## config.mk

```make
export PLATFORM = sky130hd
export DESIGN_NAME = bcr_regs
export DESIGN_NICKNAME = d
export VERILOG_FILES = /design/src/bcr_pkg.sv /design/src/bcr_ctrl_if.sv /design/src/bcr_slew.sv /design/src/bcr_regs.sv
export SDC_FILE = /design/constraint.sdc
export NUM_CORES = 1
export LEC_CHECK = 0
export BUFFER_PORTS_ARGS = -buffer_cell sky130_fd_sc_hd__buf_2
export CORE_AREA = 2 2 77 79
export DETAILED_ROUTE_END_ITERATION = 10
export DIE_AREA = 0 0 79 81
export GPL_TIMING_DRIVEN = 1
export PLACE_DENSITY = 0.87
export SLEW_MARGIN = 10
export SYNTH_ARGS = -nofsm -noshare
export SYNTH_HDL_FRONTEND = slang
export SYNTH_SLANG_ARGS = --single-unit
```

## constraint.sdc

```tcl
create_clock -name clk -period 3.2 [get_ports clk]
set_clock_uncertainty 0.1 [all_clocks]
set_input_delay 0.32 -clock clk [delete_from_list [all_inputs] [get_ports clk]]
set_output_delay 0.32 -clock clk [all_outputs]
set_load 0.03 [all_outputs]
```

## src/bcr_pkg.sv

```systemverilog
// package: register map, field layout and reset values of the clock and nvm control registers
package bcr_pkg;

  // ---------------------------------------------------------------
  // register offsets
  // ---------------------------------------------------------------
  localparam logic [7:0] BCR_ADDR_SYNC_CLOCK = 8'h33;
  localparam logic [7:0] BCR_ADDR_SPREAD = 8'h34;
  localparam logic [7:0] BCR_ADDR_NVM_CTRL = 8'h3A;

  // ---------------------------------------------------------------
  // field positions
  // ---------------------------------------------------------------
  localparam int BCR_SLEW_LSB = 6;
  localparam int BCR_LEVEL_MSB = 5;
  localparam int BCR_SPREAD_BIT = 0;
  localparam int BCR_PAGE1_PROG_BIT = 0;
  localparam int BCR_PAGE2_PROG_BIT = 1;
  localparam int BCR_PAGE1_READ_BIT = 4;
  localparam int BCR_PAGE2_READ_BIT = 5;
  localparam logic [7:0] BCR_NVM_RSVD_MASK = 8'hCC;

  // ---------------------------------------------------------------
  // reset values and level limits
  // ---------------------------------------------------------------
  localparam logic [7:0] BCR_RST_SYNC_CLOCK = 8'h00;
  localparam logic [7:0] BCR_RST_SPREAD = 8'h00;
  localparam logic [7:0] BCR_RST_NVM = 8'h00;
  localparam logic [5:0] BCR_LEVEL_MAX = 6'h39;

  // ---------------------------------------------------------------
  // slew timing: 25 mV per step, step interval in microseconds
  // ---------------------------------------------------------------
  localparam int BCR_CLK_MHZ = 125;
  localparam int BCR_STEP_US_BASE = 10;
  localparam int BCR_STEP_CYC_BASE = BCR_STEP_US_BASE * BCR_CLK_MHZ;
  localparam int BCR_STEP_CNT_W = 14;

endpackage

```

## src/bcr_ctrl_if.sv

```systemverilog
// interface: register fields carried from the register file to the slew unit
`timescale 1ns/10ps
interface bcr_ctrl_if;
  logic [1:0] osc_slew_select;
  logic [5:0] osc_level_code;
  logic [5:0] level_now;
  modport regs (output osc_slew_select, output osc_level_code, input level_now);
  modport slew (input osc_slew_select, input osc_level_code, output level_now);
endinterface

```

## src/bcr_slew.sv

```systemverilog
// module: ramps the oscillator level code toward its target at the selected rate
`timescale 1ns/10ps
module bcr_slew
  import bcr_pkg::*;
(
  // clock and reset
  input wire logic clk,
  input wire logic rst_n,
  // fields
  bcr_ctrl_if.slew ctl
);

  logic [BCR_STEP_CNT_W-1:0] cnt_q, cnt_d;
  logic [BCR_STEP_CNT_W-1:0] limit;
  logic [5:0] target;
  logic [5:0] lvl_q, lvl_d;

  // ---------------------------------------------------------------
  // target saturation and step interval
  // ---------------------------------------------------------------
  // codes above the top level hold at the top level
  assign target = (ctl.osc_level_code > BCR_LEVEL_MAX) ? BCR_LEVEL_MAX : ctl.osc_level_code;
  // interval doubles per code: 10, 20, 40, 80 us
  assign limit = BCR_STEP_CNT_W'(BCR_STEP_CYC_BASE << ctl.osc_slew_select);

  // ---------------------------------------------------------------
  // one 25 mV step per interval
  // ---------------------------------------------------------------
  always_comb
  begin
    cnt_d = cnt_q;
    lvl_d = lvl_q;
    if (lvl_q == target)
      cnt_d = '0;
    else if (cnt_q >= limit - BCR_STEP_CNT_W'(1))
    begin
      cnt_d = '0;
      lvl_d = (lvl_q < target) ? lvl_q + 6'h01 : lvl_q - 6'h01;
    end
    else
      cnt_d = cnt_q + BCR_STEP_CNT_W'(1);
  end

  // registers
  always_ff @(posedge clk)
  begin
    if (!rst_n)
    begin
      cnt_q <= '0;
      lvl_q <= BCR_RST_SYNC_CLOCK[5:0];
    end
    else
    begin
      cnt_q <= cnt_d;
      lvl_q <= lvl_d;
    end
  end

  assign ctl.level_now = lvl_q;

endmodule // bcr_slew

```

## src/bcr_regs.sv

```systemverilog
// module: byte-wide clock and nvm control register bank for the buck converters
`timescale 1ns/10ps
module bcr_regs
  import bcr_pkg::*;
(
  // clock and reset
  input wire logic clk,
  input wire logic rst_n,
  // register access from the serial slave
  input wire logic reg_wr,
  input wire logic [7:0] reg_addr,
  input wire logic [7:0] reg_wdata,
  output logic [7:0] reg_rdata,
  // nvm side
  input wire logic nvm_write_permit_pin,
  input wire logic nvm_page1_read_done,
  input wire logic nvm_page2_read_done,
  output logic nvm_page1_program,
  output logic nvm_page2_program,
  // oscillator control
  output logic [5:0] osc_level,
  output logic [1:0] osc_slew_select,
  output logic spread_spectrum_enable
);

  logic [7:0] clk_ctl_q, clk_ctl_d;
  logic [7:0] spread_q, spread_d;
  logic [7:0] nvm_q, nvm_d;
  logic p1_q, p1_d;
  logic p2_q, p2_d;
  logic [7:0] rdata_q, rdata_d;
  logic [5:0] lvl_q;
  logic wr_nvm;

  bcr_ctrl_if ctl ();

  // ---------------------------------------------------------------
  // slew engine
  // ---------------------------------------------------------------
  assign ctl.osc_slew_select = clk_ctl_q[7:BCR_SLEW_LSB];
  assign ctl.osc_level_code = clk_ctl_q[BCR_LEVEL_MSB:0];

  bcr_slew u_slew (
    .clk(clk),
    .rst_n(rst_n),
    .ctl(ctl)
  );

  // ---------------------------------------------------------------
  // register writes and program pulses
  // ---------------------------------------------------------------
  assign wr_nvm = reg_wr && (reg_addr == BCR_ADDR_NVM_CTRL);

  always_comb
  begin
    clk_ctl_d = clk_ctl_q;
    spread_d = spread_q;
    nvm_d = nvm_q;
    if (reg_wr && reg_addr == BCR_ADDR_SYNC_CLOCK)
      clk_ctl_d = reg_wdata;
    if (reg_wr && reg_addr == BCR_ADDR_SPREAD)
      spread_d = reg_wdata;
    // read flags set by the nvm side; host writes cannot touch them
    if (wr_nvm)
      nvm_d = (nvm_q & ~BCR_NVM_RSVD_MASK) | (reg_wdata & BCR_NVM_RSVD_MASK);
    if (nvm_page1_read_done)
      nvm_d[BCR_PAGE1_READ_BIT] = 1'b1;
    if (nvm_page2_read_done)
      nvm_d[BCR_PAGE2_READ_BIT] = 1'b1;
    // program bits are write-only one-cycle strobes, gated by the permit pin
    p1_d = wr_nvm && reg_wdata[BCR_PAGE1_PROG_BIT] && nvm_write_permit_pin;
    p2_d = wr_nvm && reg_wdata[BCR_PAGE2_PROG_BIT] && nvm_write_permit_pin;
  end

  // ---------------------------------------------------------------
  // read mux: program bits read as zero
  // ---------------------------------------------------------------
  always_comb
  begin
    case (reg_addr)
      BCR_ADDR_SYNC_CLOCK: rdata_d = clk_ctl_q;
      BCR_ADDR_SPREAD: rdata_d = spread_q;
      BCR_ADDR_NVM_CTRL: rdata_d = nvm_q;
      default: rdata_d = rdata_q;
    endcase
  end

  // registers
  always_ff @(posedge clk)
  begin
    if (!rst_n)
    begin
      clk_ctl_q <= BCR_RST_SYNC_CLOCK;
      spread_q <= BCR_RST_SPREAD;
      nvm_q <= BCR_RST_NVM;
      p1_q <= 1'b0;
      p2_q <= 1'b0;
      rdata_q <= 8'h00;
      lvl_q <= 6'h00;
    end
    else
    begin
      clk_ctl_q <= clk_ctl_d;
      spread_q <= spread_d;
      nvm_q <= nvm_d;
      p1_q <= p1_d;
      p2_q <= p2_d;
      rdata_q <= rdata_d;
      lvl_q <= ctl.level_now;
    end
  end

  // outputs straight from flip-flops
  assign reg_rdata = rdata_q;
  assign nvm_page1_program = p1_q;
  assign nvm_page2_program = p2_q;
  assign osc_level = lvl_q;
  assign osc_slew_select = clk_ctl_q[7:BCR_SLEW_LSB];
  assign spread_spectrum_enable = spread_q[BCR_SPREAD_BIT];

endmodule // bcr_regs

```

After elaboration in Yosys (flattened, before gate mapping)
Cells that the tools add are included.
{ "word_totals": {"word_cells": 44, "in_bits": 22, "output_inout_bits": 19, "regBits": 60} }
{ "op_classes": {"n_eq_ne": 4, "bitwise_logic": 3, "order_cmp": 3, "n_mux": 6, "n_reduce_logical": 12, "add_sub_neg": 4, "n_shift": 1} }
{ "ops": {"columns": ["cell", "n"], "rows": [
  ["$eq 8x6->1 const B", 3],
  ["$pmux 8 s3", 1],
  ["$mux 6", 3],
  ["$add 14x1->14 const B", 1],
  ["$ge 14x14->1", 1],
  ["$shl 11x2->14 const A", 1],
  ["$sub 14x1->14 const B", 1],
  ["$or 6x8->8", 1],
  ["$logic_and 1x1->1", 7],
  ["$add 6x1->6 const B", 1],
  ["$eq 6x6->1", 1],
  ["$gt 6x6->1 const B", 1],
  ["$lt 6x6->1", 1],
  ["$sub 6x1->6 const B", 1],
  ["$reduce_bool 2->1", 2],
  ["$reduce_bool 3->1", 1],
  ["$reduce_or 3->1", 1],
  ["$mux 1", 2],
  ["$not 1->1", 2],
  ["$reduce_and 2->1", 1]
]} }

Depth between registers and ports, before layout
Gate-level depths: netlist (run 1).
{ "logic_depth": {"depth_word": 5, "mapped_depth": 13, "depth_no_buf": 13} }

By module
A second synthesis (run 1) with hierarchy kept.
{ "unflattened": {"hier_cells": 321, "hier_area_um2": 3106.7} }
{ "by_module_without_submodules": {"columns": ["mod", "cells_each", "seq_area_each_um2", "instances", "area_per_inst_um2"], "rows": [
  ["bcr_regs", 153, 760.7, 1, 1604.0],
  ["bcr_slew", 168, 400.4, 1, 1502.7]
]} }

Worst setup path after synthesis (run 1)
OpenSTA, ideal clock, no wires.
{ "synth_path": {"path_type": "reg2reg", "from": "register clk_ctl_q[4]", "to": "register u_slew.lvl_q[5] (netlist: u_slew.ctl.level_now[5])", "path_stages_with_launch": 14, "setup_time_ns": 0.123, "t_arrival_ns": 2.640, "n_path_buf": 0, "slack_ns": 0.337, "required_time_ns": 2.977, "period_less_slack_ns": 2.863, "path_cell_list": "dfxtp_1 > nand3_1 > nand2_1 > ha_1 > nor2b_1 > o31ai_1 > a21oi_1 > ha_1 > a21o_1 > a21oi_1 > a21oi_1 > xnor2_1 > nand2b_1 > mux2_1"} }
{ "synth_via": {"elab_chain_len": 5, "word_cells_on_any_way": 7, "cone_classes": "2 x order compare; 1 x eq/ne; 2 x mux; 1 x bitwise; 1 x reduce/logical"} }
{ "synth_rtl": {"columns": ["item", "line_no", "rtl"], "rows": [
  ["start, declared", "bcr_regs.sv:26", "logic [7:0] clk_ctl_q, clk_ctl_d;"],
  ["start signal, assigned", "bcr_regs.sv:103", "clk_ctl_q <= clk_ctl_d;"],
  ["$gt 6x6->1", "bcr_slew.sv:22", "assign target = (ctl.osc_level_code > BCR_LEVEL_MAX) ? BCR_LEVEL_MAX : ctl.osc_level_code;"],
  ["$mux 6 *", "bcr_slew.sv:22", null],
  ["parallel branches: the longest is 3 deep, another holds $lt 6x6->1", null, null],
  ["end signal, assigned", "bcr_slew.sv:50", "lvl_q <= BCR_RST_SYNC_CLOCK[5:0];"],
  ["end signal, assigned", "bcr_slew.sv:55", "lvl_q <= lvl_d;"],
  ["end, declared", "bcr_slew.sv:16", "logic [5:0] lvl_q, lvl_d;"]
]} }
Mark *: on every way between the ends.
A chain may end at the register's enable or synchronous reset.

Final worst setup path (run 1)
Same ends and word-level chain as after synthesis.

==> results of run 1 <==
-- critical path, delay by kind of cell (launching register included) --
family | cells | cell delay (ps)
AOI/OAI and AO/OA | 5 | 920
adders and majority gates | 2 | 540
and+or+nand+nor | 4 | 510
DFF | 1 | 370
muxes | 1 | 310
xor gates and xnor gates | 1 | 120
-- power groups by stage --
| stage | Combinational, W | Clock (W) | Sequential [W] |
|---|---|---|---|
| final | 0.0000583 | 0.000549 | 0.000727 |
| after floorplan | 0.0000304 | 0 | 0.000744 |
| after global placement | 0.0000569 | 0 | 0.000743 |
| after CTS | 0.0000581 | 0.000563 | 0.000727 |
| after global routing | 0.0000648 | 0.000596 | 0.000726 |
| after detailed placement | 0.0000578 | 0 | 0.000743 |
-- layer usage --
| metal | part of all wire | vias to the layer above |
|---|---|---|
| met5 | 0 | - |
| met4 | 0.020 | 0 |
| met3 | 0.061 | 15 |
| met2 | 0.51 | 62 |
| met1 | 0.41 | 1127 |
| li1 | - | 1227 |
-- metrics by stage --
step	std cells	util	instance area (um^2)
4_1_cts	448	0.607	3440
6_report	448	0.607	3450
5_1_grt	448	0.607	3450
2_1_floorplan	329	-	3060
3_5_place_dp	433	0.580	3290
3_3_place_gp	433	0.580	3290
-- state kept, by name, indices dropped and copies added (netlist names) --
register              cells
u_slew.cnt_q             14
reg_rdata                 8
nvm_page2_program         1
spread_q                  8
u_slew.ctl.level_now      6
clk_ctl_q                 8
osc_level                 6
nvm_page1_program         1
nvm_q                     6
-- kinds of logic (layout without fill, tap and decap cells) --
logic type,count (synthesis),after routing,synth area share
AO/OA/AOI/OAI,57,57,0.141
XOR/XNOR,17,17,0.0486
adder cells (fa/ha/maj),30,30,0.125
buffers and inverters,26,70,0.0388
flip-flops,58,58,0.379
multiplexers,17,17,0.0560
AND/OR/NAND/NOR,124,124,0.211
-- layout by cell type, fill, tap and decap left out, types with 3 or more instances in the layout --
cell                       netlist  routed
sky130_fd_sc_hd__and3_1          4       4
sky130_fd_sc_hd__nor3_1          3       3
sky130_fd_sc_hd__a22oi_1         6       6
sky130_fd_sc_hd__nand2b_1        3       3
sky130_fd_sc_hd__ha_1           29      29
sky130_fd_sc_hd__inv_1          14      14
sky130_fd_sc_hd__and4_1          6       6
sky130_fd_sc_hd__nor2_1         52      52
sky130_fd_sc_hd__buf_2           2      40
sky130_fd_sc_hd__xnor2_1        10      10
sky130_fd_sc_hd__a21o_1          3       3
sky130_fd_sc_hd__nand3_1        18      18
sky130_fd_sc_hd__nor2_2          4       4
sky130_fd_sc_hd__clkinv_2        0       4
sky130_fd_sc_hd__o21a_1          5       5
sky130_fd_sc_hd__and2_1          5       5
sky130_fd_sc_hd__xor2_1          7       7
sky130_fd_sc_hd__dfxtp_1        58      58
sky130_fd_sc_hd__nand2_1        16      16
sky130_fd_sc_hd__nor2_4          8       8
sky130_fd_sc_hd__a21oi_1        16      15
sky130_fd_sc_hd__o22ai_1        12      12
sky130_fd_sc_hd__mux2i_1        16      16
sky130_fd_sc_hd__clkbuf_8        0       9
-- repair_timing --
| action | 4_1_cts | 5_1_grt |
|---|---|---|
| setup endpoints to repair | 0 | 1 |
| gates resized for setup | 0 | 1 |
| hold buffers | 0 | 0 |
-- final timing paths --
kind / start / cells past startpoint / endpoint
setup / recovery: clk_ctl_q[4] / 13 / u_slew.ctl.level_now[5]
hold / removal: nvm_page1_read_done / 3 / nvm_q[4]
hold reg to reg: u_slew.cnt_q[0] / 1 / u_slew.cnt_q[0]
setup reg to reg: clk_ctl_q[4] / 13 / u_slew.ctl.level_now[5]
-- layout make-up --
type | count | area (um^2) | share of cell area
clock inverter | 4 | 20.0 | 0.00581
inverter | 15 | 56.3 | 0.0163
multi-input combinational | 245 | 1780 | 0.518
tap | 75 | 93.8 | 0.0272
clock buffer | 11 | 131 | 0.0381
timing repair buffer | 40 | 200 | 0.0581
sequential | 58 | 1160 | 0.337
==> impl_metrics.ini, run 1 <==
[grt]
grt_most_used_layer = met2
largest_net_degree_at_the_start_of_global_routing = 38
grtUsageMet1 = 0.235
number_of_global_route_vias_before_repair = 2286
grt_pass1_wl_um = 10200
grt_antenna_before_repair = 0
groute.layer.met2.usage = 0.347
grt.total_usage = 0.204
globalRouteMet3Util = 0.0700
grt.overflow.total = 0

[timing]
rsz_0062_raised_after_global_routing = no
post-route-min-period_ps = 2970
fin_hold_ws_ps = 86.1
drv_slew = 0
slew_margin_rel = 0.473
fin_ws_ps = 226
hold_viol_final = 0
maxClockFrequency_mhz = 336
timing_worst_slew_pin_value_ps = 790
setup-tns-final_ps = 0
total_setup_violations_reported_at_the_end_of_the_flow = 0
period_share = 0.930

[die]
die_y_um = 81
boundaryPins = 41
rows = 28
initial_core_util = 0.539
design.core.area_um2 = 5680
fp.dieArea_um2 = 6400
die_width_um = 79

[clock_tree]
post-cts-setup-buffer-count = 0
cts_made_buffers = 9
clk-insertion-delay-late_ps = 340
cts-htree-levels = 3
clock_path_buffers = 2
sinks_on_clock_net = 58
clk_root_buffer_cell = sky130_fd_sc_hd__clkbuf_8
cts_tree = yes
clk_pin_slew_worst_paths_ps = 70

[placement]
port-buffer-count = 40
pre_cts_ws_ps = 70.9
hpwl_um = 4410
place_congestion = 0.810

[synthesis]
post-synth-top-area-fraction = 0.379
yosys-top-cells-area = sky130_fd_sc_hd__dfxtp_1, sky130_fd_sc_hd__ha_1, sky130_fd_sc_hd__nor2_1
netlist-cell-type-count = 46
syn_area_um2 = 3060
synth_area_per_cell_um2 = 9.30
synth_warnings = 0
synth.most_common_cell = sky130_fd_sc_hd__dfxtp_1
netlist_instances = 329
yosys_register_bits = 58
yosysTopAreaCell = sky130_fd_sc_hd__dfxtp_1
synth_enable_flop_cells = 0
synth-seq-area-share = 0.379
synthesis.nets = 381
asyncSetResetFlopFracSynth = 0
ranking_of_synthesized_cells_by_instance_count = sky130_fd_sc_hd__dfxtp_1, sky130_fd_sc_hd__nor2_1, sky130_fd_sc_hd__ha_1, sky130_fd_sc_hd__nand3_1
postSynth.topFlopCell = sky130_fd_sc_hd__dfxtp_1

[worst_setup_path]
critPathMaxStageDelay_ps = 370
slowest_stage_cell_cp = sky130_fd_sc_hd__dfxtp_1
critical_path_required_ps = 3330
critical_path.cell_chain = nand3_1, nand2_1, ha_1, nor2b_1, o31ai_1, a21oi_2, ha_1, a21o_1, a21oi_1, a21oi_1, xnor2_1, nand2b_1, mux2_1
worstSetupStartpointType = register
critical_path_arrival_ps = 3100
setup.reg_to_reg.worst_slack_ps = 230
critPathMaxFanout = 6
endpoint_kind = register
setup.worst_path.class = reg2reg

[power]
power.density_nw_per_um2 = 387
combPwrFrac = 0.044
power_w = 0.00133
p_int_w = 0.00102
static_power_due_to_leakage_nw = 1.47
vdd.ir_drop.worst_uv = 199
sw_frac_of_total = 0.238
proportion_of_power_drawn_by_the_clock_network = 0.411
p_switching_w = 0.000318
share_seq_of_total_power = 0.545

[routing]
drc_errors = 0
final_antenna_net_count = 0
drt-initial-drc-count = 183
dr.pass1.iters = 4
routed-via-count = 2431
viasPerCell = 5.43
detail_route.wl_per_cell_um = 13.4
routed_wirelength_um = 6020

[min_path]
worst_hold_path_type = in2reg

[final_layout]
fin_nets = 421
area_delta_synth_final_pct = 12.6
fillerInstances = 490
antenna_cells = 0
final_layout_size_suffix_gt1_frac = 0.201

[run_status]
run_status = finished, final reports clean

[run]
max_cap_viol_count = 0
Note: power is estimated with default switching activity, not from simulation.
==> run 2: changes to the inputs <==
--- a/config.mk
+++ b/config.mk
@@ -6,11 +6,11 @@
 export NUM_CORES = 1
 export LEC_CHECK = 0
 export BUFFER_PORTS_ARGS = -buffer_cell sky130_fd_sc_hd__buf_2
-export CORE_AREA = 2 2 77 79
+export CORE_AREA = 2 2 74 76
 export DETAILED_ROUTE_END_ITERATION = 10
-export DIE_AREA = 0 0 79 81
+export DIE_AREA = 0 0 76 78
 export GPL_TIMING_DRIVEN = 1
-export PLACE_DENSITY = 0.87
+export PLACE_DENSITY = 0.92
 export SLEW_MARGIN = 10
 export SYNTH_ARGS = -nofsm -noshare
 export SYNTH_HDL_FRONTEND = slang
==> constraint.sdc (replaced) <==
create_clock -name clk -period 3.8 [get_ports clk]
set_clock_uncertainty 0.1 [all_clocks]
set_input_delay 0.38 -clock clk [delete_from_list [all_inputs] [get_ports clk]]
set_output_delay 0.38 -clock clk [all_outputs]
set_load 0.03 [all_outputs]
==> impl_metrics.ini, run 2 (synthesis gave the netlist of run 1 again) <==
[die]
boundaryPins = 41
die_y_um = 78
die_width_um = 76
design.core.area_um2 = 5040
rows = 26
fp.dieArea_um2 = 5930
initial_core_util = 0.607

[timing]
timing_worst_slew_pin_value_ps = 801
rsz_0062_raised_after_global_routing = no
post-route-min-period_ps = 3110
period_share = 0.819
total_setup_violations_reported_at_the_end_of_the_flow = 0
hold_viol_final = 0
drv_slew = 0
fin_ws_ps = 686
setup-tns-final_ps = 0
maxClockFrequency_mhz = 321
slew_margin_rel = 0.466

[clock_tree]
postCtsResizedCells = 0
postCtsHoldBufs = 0
cts_made_buffers = 9
clk_pin_slew_worst_paths_ps = 60
sinks_on_clock_net = 58
post-cts-setup-buffer-count = 0
clk_root_buffer_cell = sky130_fd_sc_hd__clkbuf_8
clock_path_buffers = 2
cts_tree = yes
cts-htree-levels = 3
clk-insertion-delay-late_ps = 350

[power]
vdd.ir_drop.worst_uv = 285
static_power_due_to_leakage_nw = 1.48
power.density_nw_per_um2 = 347
power_w = 0.00120

[worst_setup_path]
critical_path_required_ps = 3930
worstSetupStartpointType = register
critPathMaxFanout = 6
timing.rr.start = clk_ctl_q[4]
endpoint_kind = register
critical_path.startpoint = clk_ctl_q[4]
setup.worst_path.class = reg2reg
critical_path_arrival_ps = 3250

[final_layout]
mostFrequentLayoutCell = sky130_fd_sc_hd__dfxtp_1
largest_register = u_slew.cnt_q
layout.cells.most_common_list = sky130_fd_sc_hd__dfxtp_1, sky130_fd_sc_hd__nor2_1, sky130_fd_sc_hd__buf_2
antenna_cells = 0
fillerInstances = 416
largest_register_ffs = 14
fin_nets = 421
area_delta_synth_final_pct = 13.4
final_layout_size_suffix_gt1_frac = 0.203

[routing]
routed-via-count = 2514
dr.pass1.iters = 4
drt-initial-drc-count = 153
drc_errors = 0
detail_route.wl_per_cell_um = 14.4
viasPerCell = 5.66
final_antenna_net_count = 0
routed_wirelength_um = 6390

[placement]
port-buffer-count = 40
place_congestion = 0.828
hpwl_um = 4680
pre_cts_ws_ps = 682

[run]
max_cap_viol_count = 0

[grt]
grt_pass1_wl_um = 11100
grt.total_usage = 0.239
largest_net_degree_at_the_start_of_global_routing = 38
number_of_global_route_vias_before_repair = 2423
grt.overflow.total = 0
grt_antenna_before_repair = 0

[min_path]
worst_hold_path_type = in2reg
hp-start = nvm_page1_read_done

[run_status]
run_status = finished, final reports clean
==> run 2: cell count changes in the layout (fill, tap and decap cells not counted) <==
cell / previous run / this run
sky130_fd_sc_hd__a21oi_2: 2 / 1
sky130_fd_sc_hd__a21oi_1: 15 / 16
sky130_fd_sc_hd__clkinvlp_4: 0 / 1
sky130_fd_sc_hd__bufinv_16: 0 / 1
sky130_fd_sc_hd__clkbuf_1: 2 / 1
==> run 2: area by class of cell <==
class	instances	area, um^2	share of cell area
clock inverters	6	57.6	0.0166
multi-input cells	245	1780	0.513
clock buffers	10	128	0.0368
inverters	15	56.3	0.0162
repair buffers	40	200	0.0577
well taps	70	87.6	0.0252
flip-flops and latches	58	1160	0.335
==> run 2: final timing paths <==
kind                              to  slack (ps)  depth (start not counted)
max          u_slew.ctl.level_now[5]         690                         13
min                         nvm_q[4]         140                          3
max reg2reg  u_slew.ctl.level_now[5]         690                         13
min reg2reg          u_slew.cnt_q[0]         360                          1
==> run 2: worst max-delay path: stages, from the launching register on <==
cell and delay (ps):
sky130_fd_sc_hd__dfxtp_1 330, sky130_fd_sc_hd__nand3_1 130, sky130_fd_sc_hd__nand2_1 70, sky130_fd_sc_hd__ha_1 300, sky130_fd_sc_hd__nor2b_1 130, sky130_fd_sc_hd__o31ai_1 70
sky130_fd_sc_hd__a21oi_1 430, sky130_fd_sc_hd__ha_1 330, sky130_fd_sc_hd__a21o_1 170, sky130_fd_sc_hd__a21oi_1 220, sky130_fd_sc_hd__a21oi_1 110, sky130_fd_sc_hd__xnor2_1 130
sky130_fd_sc_hd__nand2b_1 160, sky130_fd_sc_hd__mux2_1 310
==> run 2: metrics by stage <==
stage	hold slack, ps	area [um^2]	util	std cells
6_report	141	3470	0.688	444
3_3_place_gp	350	3290	0.652	428
5_1_grt	156	3470	0.688	444
2_1_floorplan	335	3060	-	329
4_1_cts	127	3470	0.688	444
3_5_place_dp	354	3290	0.652	428
==> run 2: report_power, final <==
part,internal [W],switching (W)
Sequential,0.000611,0.00000143
Clock,0.000298,0.000244
Combinational,0.0000168,0.0000334
Total,0.000925,0.000279
==> run 2: layer usage <==
metal,track usage,vias up,wire (um)
li1,-,1238,-
met3,0.0558,16,280
met2,0.406,72,3330
met4,0.153,0,174
met1,0.270,1188,2610
met5,0,-,0
==> run 3: changes to the inputs <==
--- a/config.mk
+++ b/config.mk
@@ -5,12 +5,13 @@
 export SDC_FILE = /design/constraint.sdc
 export NUM_CORES = 1
 export LEC_CHECK = 0
+export ABC_AREA = 1
 export BUFFER_PORTS_ARGS = -buffer_cell sky130_fd_sc_hd__buf_2
-export CORE_AREA = 2 2 74 76
+export CORE_AREA = 2 2 78 80
 export DETAILED_ROUTE_END_ITERATION = 10
-export DIE_AREA = 0 0 76 78
+export DIE_AREA = 0 0 80 82
 export GPL_TIMING_DRIVEN = 1
-export PLACE_DENSITY = 0.92
+export PLACE_DENSITY = 0.87
 export SLEW_MARGIN = 10
 export SYNTH_ARGS = -nofsm -noshare
 export SYNTH_HDL_FRONTEND = slang
==> constraint.sdc (replaced) <==
create_clock -name clk -period 3.2 [get_ports clk]
set_clock_uncertainty 0.1 [all_clocks]
set_input_delay 0.32 -clock clk [delete_from_list [all_inputs] [get_ports clk]]
set_output_delay 0.32 -clock clk [all_outputs]
set_load 0.03 [all_outputs]
==> impl_metrics.ini, run 3 <==
[final_layout]
largest_register = u_slew.cnt_q
final_layout_size_suffix_gt1_frac = 0.133
area_of_combinational_cells_with_multiple_inputs_um2 = 1690
layout.cells.most_common_list = sky130_fd_sc_hd__nand2_1, sky130_fd_sc_hd__nor2_1, sky130_fd_sc_hd__inv_1
antenna_cells = 0
final-seq-area_um2 = 1160
mostFrequentLayoutCell = sky130_fd_sc_hd__nand2_1
post-route-cell-area_um2 = 3630
largest_register_ffs = 14
fillerInstances = 505
area_delta_synth_final_pct = 13.8
fin_nets = 544

[placement]
dpl_cell_area_um2 = 3410
place_congestion = 0.883
hpwl_um = 5000
port-buffer-count = 40

[power]
static_power_due_to_leakage_nw = 1.78
share_seq_of_total_power = 0.481
power.density_nw_per_um2 = 417
vdd.ir_drop.worst_uv = 333
combPwrFrac = 0.035
proportion_of_power_drawn_by_the_clock_network = 0.484
p_int_w = 0.00120
sw_frac_of_total = 0.204
p_switching_w = 0.000308

[worst_setup_path]
setup.reg_to_reg.worst_slack_ps = 380
most_prevalent_standard_cell_on_the_critical_path = sky130_fd_sc_hd__nand2_1
slowest_stage_cell_cp = sky130_fd_sc_hd__ha_1
timing.rr.start = clk_ctl_q[3]
worst_reg2reg_endpoint = u_slew.ctl.level_now[5]
critical_path_arrival_ps = 2950
critical_path.cell_chain = inv_1, nor3_1, inv_1, nand2_1, ha_1, nand2_1, nand2_1, nand2_1, nand3_1, ha_1, nand2_1, inv_1, o21ai_0, nand3_1, inv_1, nand2_1, nand2_1, nand2_1, nand2_1, inv_1
critical_path_required_ps = 3330
r2r_cells = 20
critPathMaxFanout = 6
critical_path.startpoint = clk_ctl_q[3]
worstSetupStartpointType = register
endpoint_kind = register
capturing_element_of_the_worst_setup_path = u_slew.ctl.level_now[5]
critPathMaxStageDelay_ps = 430
setup.worst_path.class = reg2reg

[grt]
grt_pass1_wl_um = 11400
number_of_global_route_vias_before_repair = 2761
grt.total_usage = 0.223
largest_net_degree_at_the_start_of_global_routing = 32
grt_antenna_before_repair = 0
grt.overflow.total = 0

[synthesis]
synth.most_common_cell = sky130_fd_sc_hd__nand2_1
netlist-cell-type-count = 29
synth-seq-area-share = 0.364
synth_warnings = 0
syn_area_um2 = 3190
postSynth.topFlopCell = sky130_fd_sc_hd__dfxtp_1
netlist_instances = 453
ranking_of_synthesized_cells_by_instance_count = sky130_fd_sc_hd__nand2_1, sky130_fd_sc_hd__nor2_1, sky130_fd_sc_hd__inv_1, sky130_fd_sc_hd__dfxtp_1, sky130_fd_sc_hd__a21oi_1
synth_enable_flop_cells = 0
yosysTopAreaCell = sky130_fd_sc_hd__dfxtp_1
yosys-top-cells-area = sky130_fd_sc_hd__dfxtp_1, sky130_fd_sc_hd__ha_1, sky130_fd_sc_hd__nand2_1
asyncSetResetFlopFracSynth = 0
yosys_register_bits = 58
synth_area_per_cell_um2 = 7.03
synthesis.nets = 505
post-synth-top-area-fraction = 0.364

[routing]
drc_errors = 0
routed_wirelength_um = 6740
final_antenna_net_count = 0
dr.pass1.iters = 7
drt-initial-drc-count = 182
detail_route.wl_per_cell_um = 11.8
routed-via-count = 2937
viasPerCell = 5.13

[timing]
hold_viol_final = 0
setup-tns-final_ps = 0
post-route-min-period_ps = 2820
maxClockFrequency_mhz = 354
total_setup_violations_reported_at_the_end_of_the_flow = 0
period_share = 0.883
slew_margin_rel = 0.636
drv_slew = 0
rsz_0062_raised_after_global_routing = no
timing_worst_slew_pin_value_ps = 545

[die]
design.core.area_um2 = 5750
boundaryPins = 41
rows = 28
fp.dieArea_um2 = 6560
die_y_um = 82
die_width_um = 80
initial_core_util = 0.555

[clock_tree]
sinks_on_clock_net = 58
cts-htree-levels = 3
post-cts-setup-buffer-count = 0
cts_tree = yes
clk_root_buffer_cell = sky130_fd_sc_hd__clkbuf_8
clock_path_buffers = 2
cts_made_buffers = 9
postCtsResizedCells = 0
postCtsHoldBufs = 0
clk-insertion-delay-late_ps = 330
clk_pin_slew_worst_paths_ps = 60

[min_path]
min_delay_path_depth = 3
worst_hold_path_type = in2reg

[run_status]
run_status = finished, final reports clean

[run]
max_cap_viol_count = 0
-- run 3: area by class of cell --
class / instances / share of cell area
clock buffer: 14 / 0.0421
tap: 75 / 0.0259
timing repair buffer: 41 / 0.0573
sequential: 58 / 0.320
clock inverter: 2 / 0.0166
multi-input combinational: 312 / 0.466
inverter: 70 / 0.0724
-- run 3: how the worst min path moves through the flow --
stage / endpoint / slack (ps) / from
2_1_floorplan: nvm_q[2] / 320 / nvm_q[2]
3_3_place_gp: spread_q[1] / 350 / spread_q[1]
3_5_place_dp: nvm_q[7] / 350 / nvm_q[7]
4_1_cts: nvm_q[5] / 90 / nvm_page2_read_done
5_1_grt: nvm_q[5] / 110 / nvm_page2_read_done
6_report: nvm_q[4] / 100 / nvm_page1_read_done
-- run 3: per-layer routing --
layer | part of all wire | up-vias | GRT usage
li1 | - | 1506 | -
met1 | 0.43 | 1325 | 0.260
met2 | 0.50 | 93 | 0.390
met3 | 0.056 | 13 | 0.0527
met4 | 0.014 | 0 | 0.0949
met5 | 0 | - | 0
-- run 3: power groups by stage --
| stage | Clock [W] | Combinational (W) | Sequential [W] |
|---|---|---|---|
| after global placement | 0 | 0.0000508 | 0.000743 |
| after global routing | 0.000772 | 0.0000590 | 0.000727 |
| after CTS | 0.000743 | 0.0000528 | 0.000727 |
| final | 0.000733 | 0.0000529 | 0.000728 |
| after floorplan | 0 | 0.0000267 | 0.000746 |
| after detailed placement | 0 | 0.0000524 | 0.000744 |
-- run 3: kinds of logic after synthesis --
kind of cell	count (synthesis)	share of synthesized area
xor+xnor	7	0.0192
compound gates	50	0.0809
simple gates	225	0.310
buf+inv	83	0.106
flops	58	0.364
fa+ha+maj	30	0.120
-- run 3: critical path, delay by kind of cell, from the launching register on --
kind,cells,cell delay [ps]
adders and majority gates,2,660
DFF,1,350
and+or+nand+nor,12,1150
AOI/OAI and AO/OA,1,150
buffers and inverters,5,300
-- run 3: per-stage QoR --
step,std cells,total power (W),utilization,worst slack [ps],hold WS [ps]
after floorplan,453,0.000772,-,750,325
after global placement,556,0.000794,0.594,606,346
after detailed placement,556,0.000796,0.594,457,350
after CTS,572,0.00152,0.631,419,93.9
after global routing,572,0.00156,0.631,99.9,108
final,572,0.00151,0.631,375,100
